### src/shared/sep_pkg.sv
// package for the serial echo and output point block
// assumes a 125 MHz pclk and an apb slave with 12-bit byte addresses
package sep_pkg;

  // clock and line rate
  localparam int CLK_HZ    = 125_000_000;
  localparam int BAUD_RATE = 9600;
  localparam int DATA_BITS = 8;

  // apb register byte offsets
  localparam int          ADDR_W     = 12;
  localparam logic [11:0] OFS_POINT  = 12'h000; // write-only output points
  localparam logic [11:0] OFS_STATUS = 12'h004; // read-only block state
  localparam logic [11:0] OFS_RXDATA = 12'h008; // read pops one character
  localparam logic [11:0] OFS_TXDATA = 12'h00c; // write sends one character

  // point write field layout
  localparam int PT_LSB  = 0;
  localparam int PT_W    = 7;
  localparam int VAL_BIT = 8;

  // output point numbering
  localparam logic [6:0] PT_FIRST  = 7'h11; // point 17 is unit 1 output 1
  localparam logic [6:0] PT_LAST   = 7'h60; // point 96 is unit 10 output 8
  localparam int         UNITS     = 10;
  localparam int         OUTS_UNIT = 8;
  localparam int         NOUT      = UNITS * OUTS_UNIT;

  // character and status fields
  localparam int CH_BIT      = 8;  // channel select in txdata, channel tag in rxdata
  localparam int RXV_BIT     = 31; // rxdata holds a character
  localparam int ST_LB       = 0;
  localparam int ST_RXV      = 1;
  localparam int ST_TXB0     = 2;
  localparam int ST_FULL     = 4;

  // loopback switch pattern: bank 2 way 5 on, all others off
  localparam logic [7:0] LB_PATTERN = 8'h10;

  // shared one-hot state codes for receiver and transmitter
  typedef enum logic [3:0] {
    S_IDLE  = 4'h1,
    S_START = 4'h2,
    S_DATA  = 4'h4,
    S_STOP  = 4'h8
  } sep_st_t;

  typedef struct packed {
    sep_st_t     rx_st;
    logic [15:0] rx_cnt;
    logic [2:0]  rx_bit;
    logic [7:0]  rx_sh;
    logic        hold_v;
    logic [7:0]  hold_d;
    sep_st_t     tx_st;
    logic [15:0] tx_cnt;
    logic [2:0]  tx_bit;
    logic [7:0]  tx_sh;
    logic        txd;
    logic        de;
  } sep_ch_t;

  typedef struct packed {
    logic [NOUT-1:0] dout;
    logic            lb;
    sep_ch_t [1:0]   ch;
    logic [1:0][8:0] fq;
    logic            fwr;
    logic            frd;
    logic [1:0]      fcnt;
    logic [31:0]     prdata;
    logic            pready;
    logic            pslverr;
  } sep_state_t;

endpackage

### src/hdl/sep_top.sv
// serial echo, character port and remote digital output points
// assumes synchronous inputs, apb master on pclk, idle-high serial lines
//
// Added by the designer: the address map and register access over APB.
`timescale 1ns/1ns

module sep_top #(
  parameter int BIT_CYC = sep_pkg::CLK_HZ / sep_pkg::BAUD_RATE
) (
  input  wire logic                      pclk,
  input  wire logic                      presetn,
  input  wire logic                      psel,
  input  wire logic                      penable,
  input  wire logic                      pwrite,
  input  wire logic [sep_pkg::ADDR_W-1:0] paddr,
  input  wire logic [31:0]               pwdata,
  output logic      [31:0]               prdata,
  output logic                           pready,
  output logic                           pslverr,
  input  wire logic [7:0]                dip_bank2,
  input  wire logic                      pc_rxd,
  output logic                           pc_txd,
  input  wire logic                      net_rxd,
  output logic                           net_txd,
  output logic                           net_de,
  output logic [sep_pkg::NOUT-1:0]       dout
);

  localparam logic [15:0] BIT_M1  = 16'(BIT_CYC - 1);
  localparam logic [15:0] HALF_M1 = 16'(BIT_CYC / 2 - 1);

  sep_pkg::sep_state_t s_r;
  sep_pkg::sep_state_t s_nxt;
  logic [1:0]          rxd;
  logic                acc;
  logic                done;
  logic                txw;

  // point number decoding
  function automatic logic pt_ok(input logic [31:0] d);
    logic [6:0] p;
    p = d[sep_pkg::PT_LSB +: sep_pkg::PT_W];
    return (p >= sep_pkg::PT_FIRST) && (p <= sep_pkg::PT_LAST);
  endfunction

  function automatic logic [6:0] pt_idx(input logic [31:0] d);
    return d[sep_pkg::PT_LSB +: sep_pkg::PT_W] - sep_pkg::PT_FIRST;
  endfunction

  assign rxd  = {net_rxd, pc_rxd};
  assign acc  = psel & penable;
  assign done = acc & s_r.pready;
  assign txw  = done & pwrite & (paddr == sep_pkg::OFS_TXDATA) & ~s_r.lb;

  ////////////////////////////////////////////////////////////////////////////
  // next-state logic
  always_comb begin
    s_nxt    = s_r;
    s_nxt.lb = (dip_bank2 == sep_pkg::LB_PATTERN);
    // apb: one wait state, answer prepared before pready rises
    s_nxt.pready = acc & ~s_r.pready;
    if (acc && !s_r.pready) begin
      s_nxt.prdata  = '0; // point and txdata registers read zero
      s_nxt.pslverr = 1'b0;
      case (paddr)
        sep_pkg::OFS_POINT, sep_pkg::OFS_TXDATA: begin
        end
        sep_pkg::OFS_STATUS: begin
          s_nxt.prdata[sep_pkg::ST_LB]      = s_r.lb;
          s_nxt.prdata[sep_pkg::ST_RXV]     = (s_r.fcnt != 2'h0);
          s_nxt.prdata[sep_pkg::ST_TXB0]    = s_r.ch[0].tx_st != sep_pkg::S_IDLE;
          s_nxt.prdata[sep_pkg::ST_TXB0+1]  = s_r.ch[1].tx_st != sep_pkg::S_IDLE;
          s_nxt.prdata[sep_pkg::ST_FULL]    = (s_r.fcnt == 2'h2);
        end
        sep_pkg::OFS_RXDATA: begin
          s_nxt.prdata[8:0]              = s_r.fq[s_r.frd];
          s_nxt.prdata[sep_pkg::RXV_BIT] = (s_r.fcnt != 2'h0);
        end
        default: s_nxt.pslverr = 1'b1;
      endcase
    end
    // output point write, offset from point 17
    if (done && pwrite && paddr == sep_pkg::OFS_POINT && pt_ok(pwdata)) begin
      s_nxt.dout[pt_idx(pwdata)] = pwdata[sep_pkg::VAL_BIT];
    end
    // buffer pop by a completed rxdata read
    if (done && !pwrite && paddr == sep_pkg::OFS_RXDATA && s_r.fcnt != 2'h0) begin
      s_nxt.frd  = ~s_r.frd;
      s_nxt.fcnt = s_r.fcnt - 2'h1;
    end
    // buffer push from one held character; a full buffer stalls the hold
    if (!s_r.lb && s_r.fcnt != 2'h2 && (s_r.ch[0].hold_v || s_r.ch[1].hold_v)) begin
      s_nxt.fq[s_r.fwr] = s_r.ch[0].hold_v ? {1'b0, s_r.ch[0].hold_d}
                                          : {1'b1, s_r.ch[1].hold_d};
      s_nxt.fwr         = ~s_r.fwr;
      s_nxt.fcnt        = s_nxt.fcnt + 2'h1;
      if (s_r.ch[0].hold_v) s_nxt.ch[0].hold_v = 1'b0;
      else s_nxt.ch[1].hold_v = 1'b0;
    end
    // both channels alike, receive and transmit run independently
    for (int c = 0; c < 2; c++) begin
      // transmitter
      case (s_r.ch[c].tx_st)
        sep_pkg::S_IDLE: begin
          s_nxt.ch[c].txd = 1'b1;
          s_nxt.ch[c].de  = 1'b0;
          if ((s_r.lb && s_r.ch[c].hold_v) ||
              (txw && pwdata[sep_pkg::CH_BIT] == c[0])) begin
            s_nxt.ch[c].tx_sh  = s_r.lb ? s_r.ch[c].hold_d : pwdata[7:0];
            s_nxt.ch[c].hold_v = s_r.lb ? 1'b0 : s_nxt.ch[c].hold_v;
            s_nxt.ch[c].tx_st  = sep_pkg::S_START;
            s_nxt.ch[c].tx_cnt = BIT_M1;
            s_nxt.ch[c].txd    = 1'b0;
            s_nxt.ch[c].de     = 1'b1;
          end
        end
        sep_pkg::S_START, sep_pkg::S_DATA, sep_pkg::S_STOP: begin
          s_nxt.ch[c].tx_cnt = s_r.ch[c].tx_cnt - 16'h1;
          if (s_r.ch[c].tx_cnt == 16'h0) begin
            s_nxt.ch[c].tx_cnt = BIT_M1;
            if (s_r.ch[c].tx_st == sep_pkg::S_START) begin
              s_nxt.ch[c].tx_st  = sep_pkg::S_DATA;
              s_nxt.ch[c].tx_bit = 3'h0;
              s_nxt.ch[c].txd    = s_r.ch[c].tx_sh[0];
            end else if (s_r.ch[c].tx_st == sep_pkg::S_DATA) begin
              s_nxt.ch[c].tx_sh  = s_r.ch[c].tx_sh >> 1;
              s_nxt.ch[c].tx_bit = s_r.ch[c].tx_bit + 3'h1;
              s_nxt.ch[c].txd    = s_r.ch[c].tx_sh[1];
              if (s_r.ch[c].tx_bit == 3'(sep_pkg::DATA_BITS - 1)) begin
                s_nxt.ch[c].tx_st = sep_pkg::S_STOP; // no parity, one stop
                s_nxt.ch[c].txd   = 1'b1;
              end
            end else begin
              s_nxt.ch[c].tx_st = sep_pkg::S_IDLE;
              s_nxt.ch[c].de    = 1'b0;
            end
          end
        end
        default: s_nxt.ch[c].tx_st = sep_pkg::S_IDLE;
      endcase
      // receiver, sampled mid-bit
      s_nxt.ch[c].rx_cnt = s_r.ch[c].rx_cnt - 16'h1;
      case (s_r.ch[c].rx_st)
        sep_pkg::S_IDLE: begin
          if (!rxd[c]) begin
            s_nxt.ch[c].rx_st  = sep_pkg::S_START;
            s_nxt.ch[c].rx_cnt = HALF_M1;
          end
        end
        sep_pkg::S_START: begin
          if (s_r.ch[c].rx_cnt == 16'h0) begin
            s_nxt.ch[c].rx_st  = rxd[c] ? sep_pkg::S_IDLE : sep_pkg::S_DATA;
            s_nxt.ch[c].rx_cnt = BIT_M1;
            s_nxt.ch[c].rx_bit = 3'h0;
          end
        end
        sep_pkg::S_DATA: begin
          if (s_r.ch[c].rx_cnt == 16'h0) begin
            s_nxt.ch[c].rx_sh  = {rxd[c], s_r.ch[c].rx_sh[7:1]};
            s_nxt.ch[c].rx_cnt = BIT_M1;
            s_nxt.ch[c].rx_bit = s_r.ch[c].rx_bit + 3'h1;
            if (s_r.ch[c].rx_bit == 3'(sep_pkg::DATA_BITS - 1)) begin
              s_nxt.ch[c].rx_st = sep_pkg::S_STOP;
            end
          end
        end
        sep_pkg::S_STOP: begin
          if (s_r.ch[c].rx_cnt == 16'h0) begin
            s_nxt.ch[c].rx_st = sep_pkg::S_IDLE;
            // a good stop bit delivers; a new character wins over a consume
            if (rxd[c]) begin
              s_nxt.ch[c].hold_v = 1'b1;
              s_nxt.ch[c].hold_d = s_r.ch[c].rx_sh;
            end
          end
        end
        default: s_nxt.ch[c].rx_st = sep_pkg::S_IDLE;
      endcase
    end
  end

  ////////////////////////////////////////////////////////////////////////////
  // state register
  always_ff @(posedge pclk or negedge presetn) begin
    if (!presetn) begin
      s_r          <= '0;
      s_r.ch[0].rx_st <= sep_pkg::S_IDLE;
      s_r.ch[1].rx_st <= sep_pkg::S_IDLE;
      s_r.ch[0].tx_st <= sep_pkg::S_IDLE;
      s_r.ch[1].tx_st <= sep_pkg::S_IDLE;
      s_r.ch[0].txd   <= 1'b1;
      s_r.ch[1].txd   <= 1'b1;
    end else begin
      s_r <= s_nxt;
    end
  end

  // outputs straight from the state register
  assign prdata  = s_r.prdata;
  assign pready  = s_r.pready;
  assign pslverr = s_r.pslverr;
  assign pc_txd  = s_r.ch[0].txd;
  assign net_txd = s_r.ch[1].txd;
  assign net_de  = s_r.ch[1].de;
  assign dout    = s_r.dout;

  generate
    for (genvar g = 0; g < 2; g++) begin : g_ch

    end
  endgenerate
endmodule

### config.mk
export PLATFORM = sky130hd
export DESIGN_NAME = sep_top
export DESIGN_NICKNAME = d
export VERILOG_FILES = /design/src/shared/sep_pkg.sv /design/src/hdl/sep_top.sv
export SDC_FILE = /design/constraint.sdc
export NUM_CORES = 1
export LEC_CHECK = 0
export BUFFER_PORTS_ARGS = -buffer_cell sky130_fd_sc_hd__buf_2
export CAP_MARGIN = 30
export CORE_ASPECT_RATIO = 0.75
export CORE_MARGIN = 10
export CORE_UTILIZATION = 45
export CTS_CLUSTER_SIZE = 8
export DETAILED_ROUTE_END_ITERATION = 7
export PLACE_DENSITY = 0.66
export SLEW_MARGIN = 25
export SYNTH_ARGS = -nofsm -noshare
export SYNTH_HDL_FRONTEND = slang
export SYNTH_SLANG_ARGS = --single-unit
### constraint.sdc
create_clock -name pclk -period 3 [get_ports pclk]
set_clock_uncertainty 0.1 [all_clocks]
set_input_delay 0.3 -clock pclk [delete_from_list [all_inputs] [get_ports pclk]]
set_output_delay 0.3 -clock pclk [all_outputs]
set_load 0.01 [all_outputs]
# [Word-level counts from Yosys, hierarchy flattened]
# Cells that the tools add are included.
[word_totals] reg_bits=260 input_bits=59 output_inout_bits=117 wordCells=251
[classes] addsub=11 magnitude_cmp=7 n_eq_ne=51 n_mux=82 bitwise_logic=11 reduce_logical=56
[op_table] operator="$pmux 16 s3" count=2
[op_table] operator="$mux 9" count=10
[op_table] operator="$bwmux 80" count=1
[op_table] operator="$mux 20" count=4
[op_table] operator="$mux 33" count=2
[op_table] operator="$logic_not 16->1" count=4
[op_table] operator="$pmux 16 s2" count=2
[op_table] operator="$sub 16x1->16 const B" count=4
[op_table] operator="$mux 31" count=2
[op_table] operator="$mux 23" count=2
[op_table] operator="$mux 4" count=11
[op_table] operator="$ne 2x2->1 const B" count=20
[op_table] operator="$pmux 10 s2" count=2
[op_table] operator="$mux 8" count=4
[op_table] operator="$pmux 4 s4" count=2
[op_table] operator="$reduce_and 3->1" count=10
[op_table] operator="$eq 12x4->1 const B" count=2
[op_table] operator="$mux 12" count=2
[op_table] operator="$mux 1" count=20
[op_table] operator="$mux 10" count=2
[op_table] operator="$reduce_and 5->1" count=4
[op_table] operator="$bwmux 18" count=1
[op_table] operator="$eq 4x1->1 const B" count=4
[op_table] operator="$eq 4x2->1 const B" count=4
[op_table] operator="other kinds (37)" count=97

# [Depth between registers and ports, before layout]
[logic_depth] depth_word=12 depth_mapped=10 ltp_nobuf=7

# [Worst setup path before layout]
# No wires, ideal clock.
[synth_path] path_kind="input to register" from="input pwdata[0]" to="register s_r, in the netlist dout[23]" setup_ns=0.125 t_arrival_ns=2.438 t_required_ns=2.775 setup_slack_ns=0.337 path_stages=10 path_buffers=3 path_cell_list="clkbuf_1 -> inv_1 -> ha_1 -> clkbuf_2 -> nor4b_4 -> o21a_1 -> nor3_2 -> buf_2 -> nand3_1 -> mux2_2"
[synth_via] elab_chain_cells=6 word_cells_on_any_way=11 classes_between="1 x add/sub; 4 x order compare; 3 x mux; 3 x reduce/logical"
[synth_rtl] item="from (decl)" line="sep_top.sv:16" rtl="input wire logic [31:0] pwdata,"
[synth_rtl] item="$sub 7x5->7" line="sep_top.sv:47" rtl="return d[sep_pkg::PT_LSB +: sep_pkg::PT_W] - sep_pkg::PT_FIRST;"
[synth_rtl] item="$lt 7x8->1 (not written as such) or $ge 7x1->1 (tied branches)" line="sep_top.sv:84" rtl="s_nxt.dout[pt_idx(pwdata)] = pwdata[sep_pkg::VAL_BIT];"
[synth_rtl] item="$logic_and 1x1->1 (not written as such)" line="sep_top.sv:84"
[synth_rtl] item="$mux 1 (not written as such)" line="sep_top.sv:84"
[synth_rtl] item="$demux 1 s7" line="sep_top.sv:84"
[synth_rtl] item="$bwmux 80" line="sep_top.sv:84"
[synth_rtl] item="to (signal assigned)" line="sep_top.sv:194" rtl="s_r <= s_nxt;"
[synth_rtl] item="to (decl)" line="sep_top.sv:32" rtl="sep_pkg::sep_state_t s_r;"
# Several ways; a longest one is shown, not always the timed one.
# A chain may end at the register's enable or synchronous reset.

# [Worst setup path in the final report]
[layout_path] from="register s_r[85] in the netlist's numbering" to="register s_r[72] in the netlist's numbering"
[layout_via] elab_chain_cells=4 word_cells_on_any_way=9 classes_between="5 x eq/ne; 1 x mux; 3 x reduce/logical"
[layout_rtl] item="$eq 4x2->1 (tied with other cells)" line="sep_top.sv:103" rtl="case (s_r.ch[c].tx_st)"
[layout_rtl] item="$reduce_or 3->1" line="sep_top.sv:103"
[layout_rtl] item="$reduce_bool 2->1 (no line)"
[layout_rtl] item="$reduce_and 2->1 (no line)"
# Several ways; a longest one is shown, not always the timed one.

==> flow_summary_export.csv <==
group,metric,value,unit
outcome,run_status,"complete, no violations",
clock_tree,clk_transition_reported_paths,0.05,ns
worst_setup_path,cp_data_arrival_time,3.14,ns
finish,fraction_of_layout_cells_with_a_size_suffix_above_1,0.266,
finish,area_delta_synth_final,12.3,%
logic_synthesis,synth-seq-cells,260,
sta,fin_setup_tns,0,ns
sta,maxClockFrequency,357,MHz
worst_hold_path,worstHoldPathType,"in2reg",
drt,avgViaCountPerCell,5.53,
drt,drtPass1Iterations,6,
power,total_leakage_power,7.38,nW
clock_tree,cts_buffers,38,
worst_setup_path,timing.rr.start,"s_r[85]$_DFFE_PN1P_",
die,fp.dieW,225,um
drt,dr_total_vias,10300,
sta,rsz_0062_raised_after_global_routing,"no",
finish,fillerInstances,2749,
die,placeableCoreArea,31300,um^2
die,dieArea,39200,um^2
clock_tree,insertion_delay,0.53,ns
die,ios,176,
finish,final_cell_count_no_fill,1861,
place,place.detailed.hpwl,23800,um
logic_synthesis,ys_seq_area_frac,0.458,
clock_tree,h-tree-depth,2,
clock_tree,ctsRootBufferMaster,"clkbuf_16",
clock_tree,clock_tree_from_tritoncts,"done",
worst_setup_path,critPathMaxFanout,13,
sta,worst_slew_pin_slew,0.890,ns
logic_synthesis,yosysTopAreaCell,"dfrtp_1",
logic_synthesis,yosys_most_used_dff,"dfrtp_1",
worst_setup_path,setup.worst_path.start,"s_r[85]$_DFFE_PN1P_",
global_routing,globalRouteTotalUtil,0.170,
logic_synthesis,synth_area_per_cell,10.5,um^2
sta,report.final.setup_viol,0,
worst_setup_path,timing.critical_path.cells,"or4b_1 > nor4_2 > a21oi_2 > a2111oi_0 > mux2i_1",
place,dp.cells,1801,
clock_tree,post_cts.repair.setup_buffers,0,
sta,slew_headroom,0.402,
power,power_density,506,nW/um^2
global_routing,antenna_found_initial,2,
worst_setup_path,cp.buffers_inverters,0,
job,max_cap_viol_count,0,
logic_synthesis,synthesis.area,14200,um^2
place,io_buffer_count,130,
sta,final_min_period_over_clock_period,0.935,
worst_setup_path,critPathCapture,"s_r[72]$_DFFE_PN0P_",
worst_setup_path,worst_path_dominant_cell_family,"simple AND/OR/NAND/NOR gates",
drt,detail_route.wl_per_cell,18.0,um
logic_synthesis,synth_top_area_frac,0.447,
worst_setup_path,crit_type,"reg2reg",
logic_synthesis,yosysWarningCount,0,
clock_tree,clock_tree.buffer_depth,3,
global_routing,first_global_vias,10100,
drt,routed_wirelength,33600,um
worst_setup_path,crit_path_end_kind,"flip-flop",
worst_hold_path,count_of_cells_along_the_worst_hold_path,3,
drt,drc,0,
sta,final-max-slew-violation-count,0,
power,ir_drop_worst_vdd,0.431,mV
die,die_height,174,um
clock_tree,clock_sinks,260,
worst_setup_path,critPathLaunchType,"flip-flop",
place,routabilityCongestion,0.862,
logic_synthesis,asyncSetResetFlopFracSynth,1.00,
worst_setup_path,cp.depth,5,
sta,finalHoldViolations,0,
worst_setup_path,critical_path.slowest_cell,"dfstp_2",
logic_synthesis,netlist_instances,1360,
logic_synthesis,synth_edf_count,0,
global_routing,overflow_left_after_global_routing,0,
power,finalPower,8.08,mW
finish,fin_nets,1518,
worst_setup_path,ff2ff_path_depth,5,
worst_setup_path,regToRegSetupSlack,0.20,ns
finish,final_util,0.511,
logic_synthesis,post_synth_main_area_contributors,"dfrtp_1 (45%), mux2_2 (7.7%), buf_4 (6.1%)",
clock_tree,cts_resized,0,
drt,drt_iter0_drc,750,
die,rows,56,
drt,detail-route-antenna-nets,0,
worst_setup_path,reg2reg_to,"s_r[72]$_DFFE_PN0P_",
global_routing,grt_first_pass_wirelength,55200,um
die,initial_core_util,0.455,
logic_synthesis,synth_cell_types,78,
sta,finalWorstPathRequiredPeriod,2.80,ns
worst_setup_path,max_stage_delay,0.61,ns
worst_setup_path,worst-endpoint-required,3.34,ns
global_routing,pin_count_of_the_biggest_net_entering_global_routing,81,
-- Yosys cell counts, types with 7 or more instances --
master / number
a22o_1: 12
a21o_1: 7
dfrtp_1: 254
or3_1: 16
o31ai_1: 8
xor2_1: 21
clkbuf_1: 41
o22ai_1: 10
buf_2: 19
nand2b_1: 14
a31oi_1: 9
nor2b_1: 7
inv_1: 36
mux2_2: 97
o21a_1: 8
ha_1: 19
a32o_1: 11
nor4_1: 12
a21oi_1: 45
or4_1: 9
a2111oi_4: 12
buf_4: 115
o21ai_0: 42
mux2i_1: 32
nand3_1: 71
and3_1: 14
nand2_1: 142
xnor2_1: 24
a2bb2oi_1: 8
mux2_1: 25
nor3_1: 47
nor2_1: 60
-- worst register-to-register path, stage by stage (launching register included) --
cell       delay, ns
dfstp_2         0.61
or4b_1          0.58
nor4_2          0.38
a21oi_2         0.24
a2111oi_0       0.58
mux2i_1         0.24
-- cell type report --
class	count	area (um^2)	share of cell area
diodes	2	5.00	0.000313
flip-flops and latches	260	6510	0.408
inverters	36	135	0.00846
multi-input cells	903	6500	0.407
clock buffers	50	996	0.0624
well taps	406	508	0.0318
repair buffers	201	1240	0.0779
clock inverters	3	66.3	0.00415
-- per-layer routing --
layer	global-route usage	share of wire	wire, um
met5	0	0	0
met4	0.0444	0.017	572
met3	0.0373	0.064	2160
met2	0.253	0.44	14700
met1	0.245	0.48	16200
-- how the worst min path moves through the flow --
stage	startpoint	to	slack (ns)
after floorplan	presetn	dout[0]$_DFFE_PN0P_	-0.1
after global placement	presetn	s_r[72]$_DFFE_PN0P_	0.25
after detailed placement	presetn	s_r[72]$_DFFE_PN0P_	0.26
after CTS	pwrite	s_r[34]$_DFF_PN0_	0.02
after global routing	pwrite	s_r[34]$_DFF_PN0_	0.04
final	pwrite	s_r[34]$_DFF_PN0_	0.05
-- cell families (layout without fill, tap and decap cells) --
group,count (synthesis),in the layout,share of synthesized area
XOR/XNOR,45,45,0.0277
flip-flops,260,260,0.458
adder cells (fa/ha/maj),19,19,0.0167
AND/OR/NAND/NOR,449,449,0.166
other,1,24,0.000264
AO/OA/AOI/OAI,214,214,0.121
buffers and inverters,218,290,0.0915
multiplexers,154,154,0.119
-- placed cells by master (no fill, tap or decap), drive strengths merged, types with 7 or more instances in the layout --
master / count
o22ai: 10
xor2: 21
conb: 22
a2111oi: 17
or3: 16
ha: 19
nor4: 16
o31ai: 8
nand2: 142
nand3: 73
nor3: 53
clkbuf: 50
xnor2: 24
mux2i: 32
a2bb2oi: 8
mux2: 122
buf: 196
a22o: 12
a21o: 7
nand2b: 14
nor2: 60
a32o: 11
inv: 37
nor2b: 7
o21a: 8
or4: 9
o21ai: 45
a21oi: 46
a31oi: 9
nor3b: 7
dfrtp: 254
and3: 14
-- per-stage QoR --
stage                     setup slack [ns]  hold WS, ns  cell area [um^2]
after detailed placement             0.254        0.256             14800
after CTS                            0.226       0.0237             16000
after global routing                0.0208       0.0416             16000
after floorplan                      0.337      -0.0956             14300
after global placement               0.277        0.250             14800
final                                0.196       0.0546             16000
-- power by group --
part	total [mW]	internal [mW]	switching, mW
logic	0.544	0.185	0.359
clock network	3.89	2.39	1.50
registers	3.64	3.58	0.0632
total	8.08	6.15	1.93
-- repair_timing --
item                                    CTS  global route
endpoints found under the setup margin    0             0
hold endpoints to repair                 75             0
hold buffers                              5             0
-- registers in the layout, indices dropped and copies added, names as in the netlist --
signal / flops
pready: 1
s_r: 165
prdata: 10
net_de: 1
pc_txd: 1
pslverr: 1
net_txd: 1
dout: 80
(Power assumes the default switching activity.)
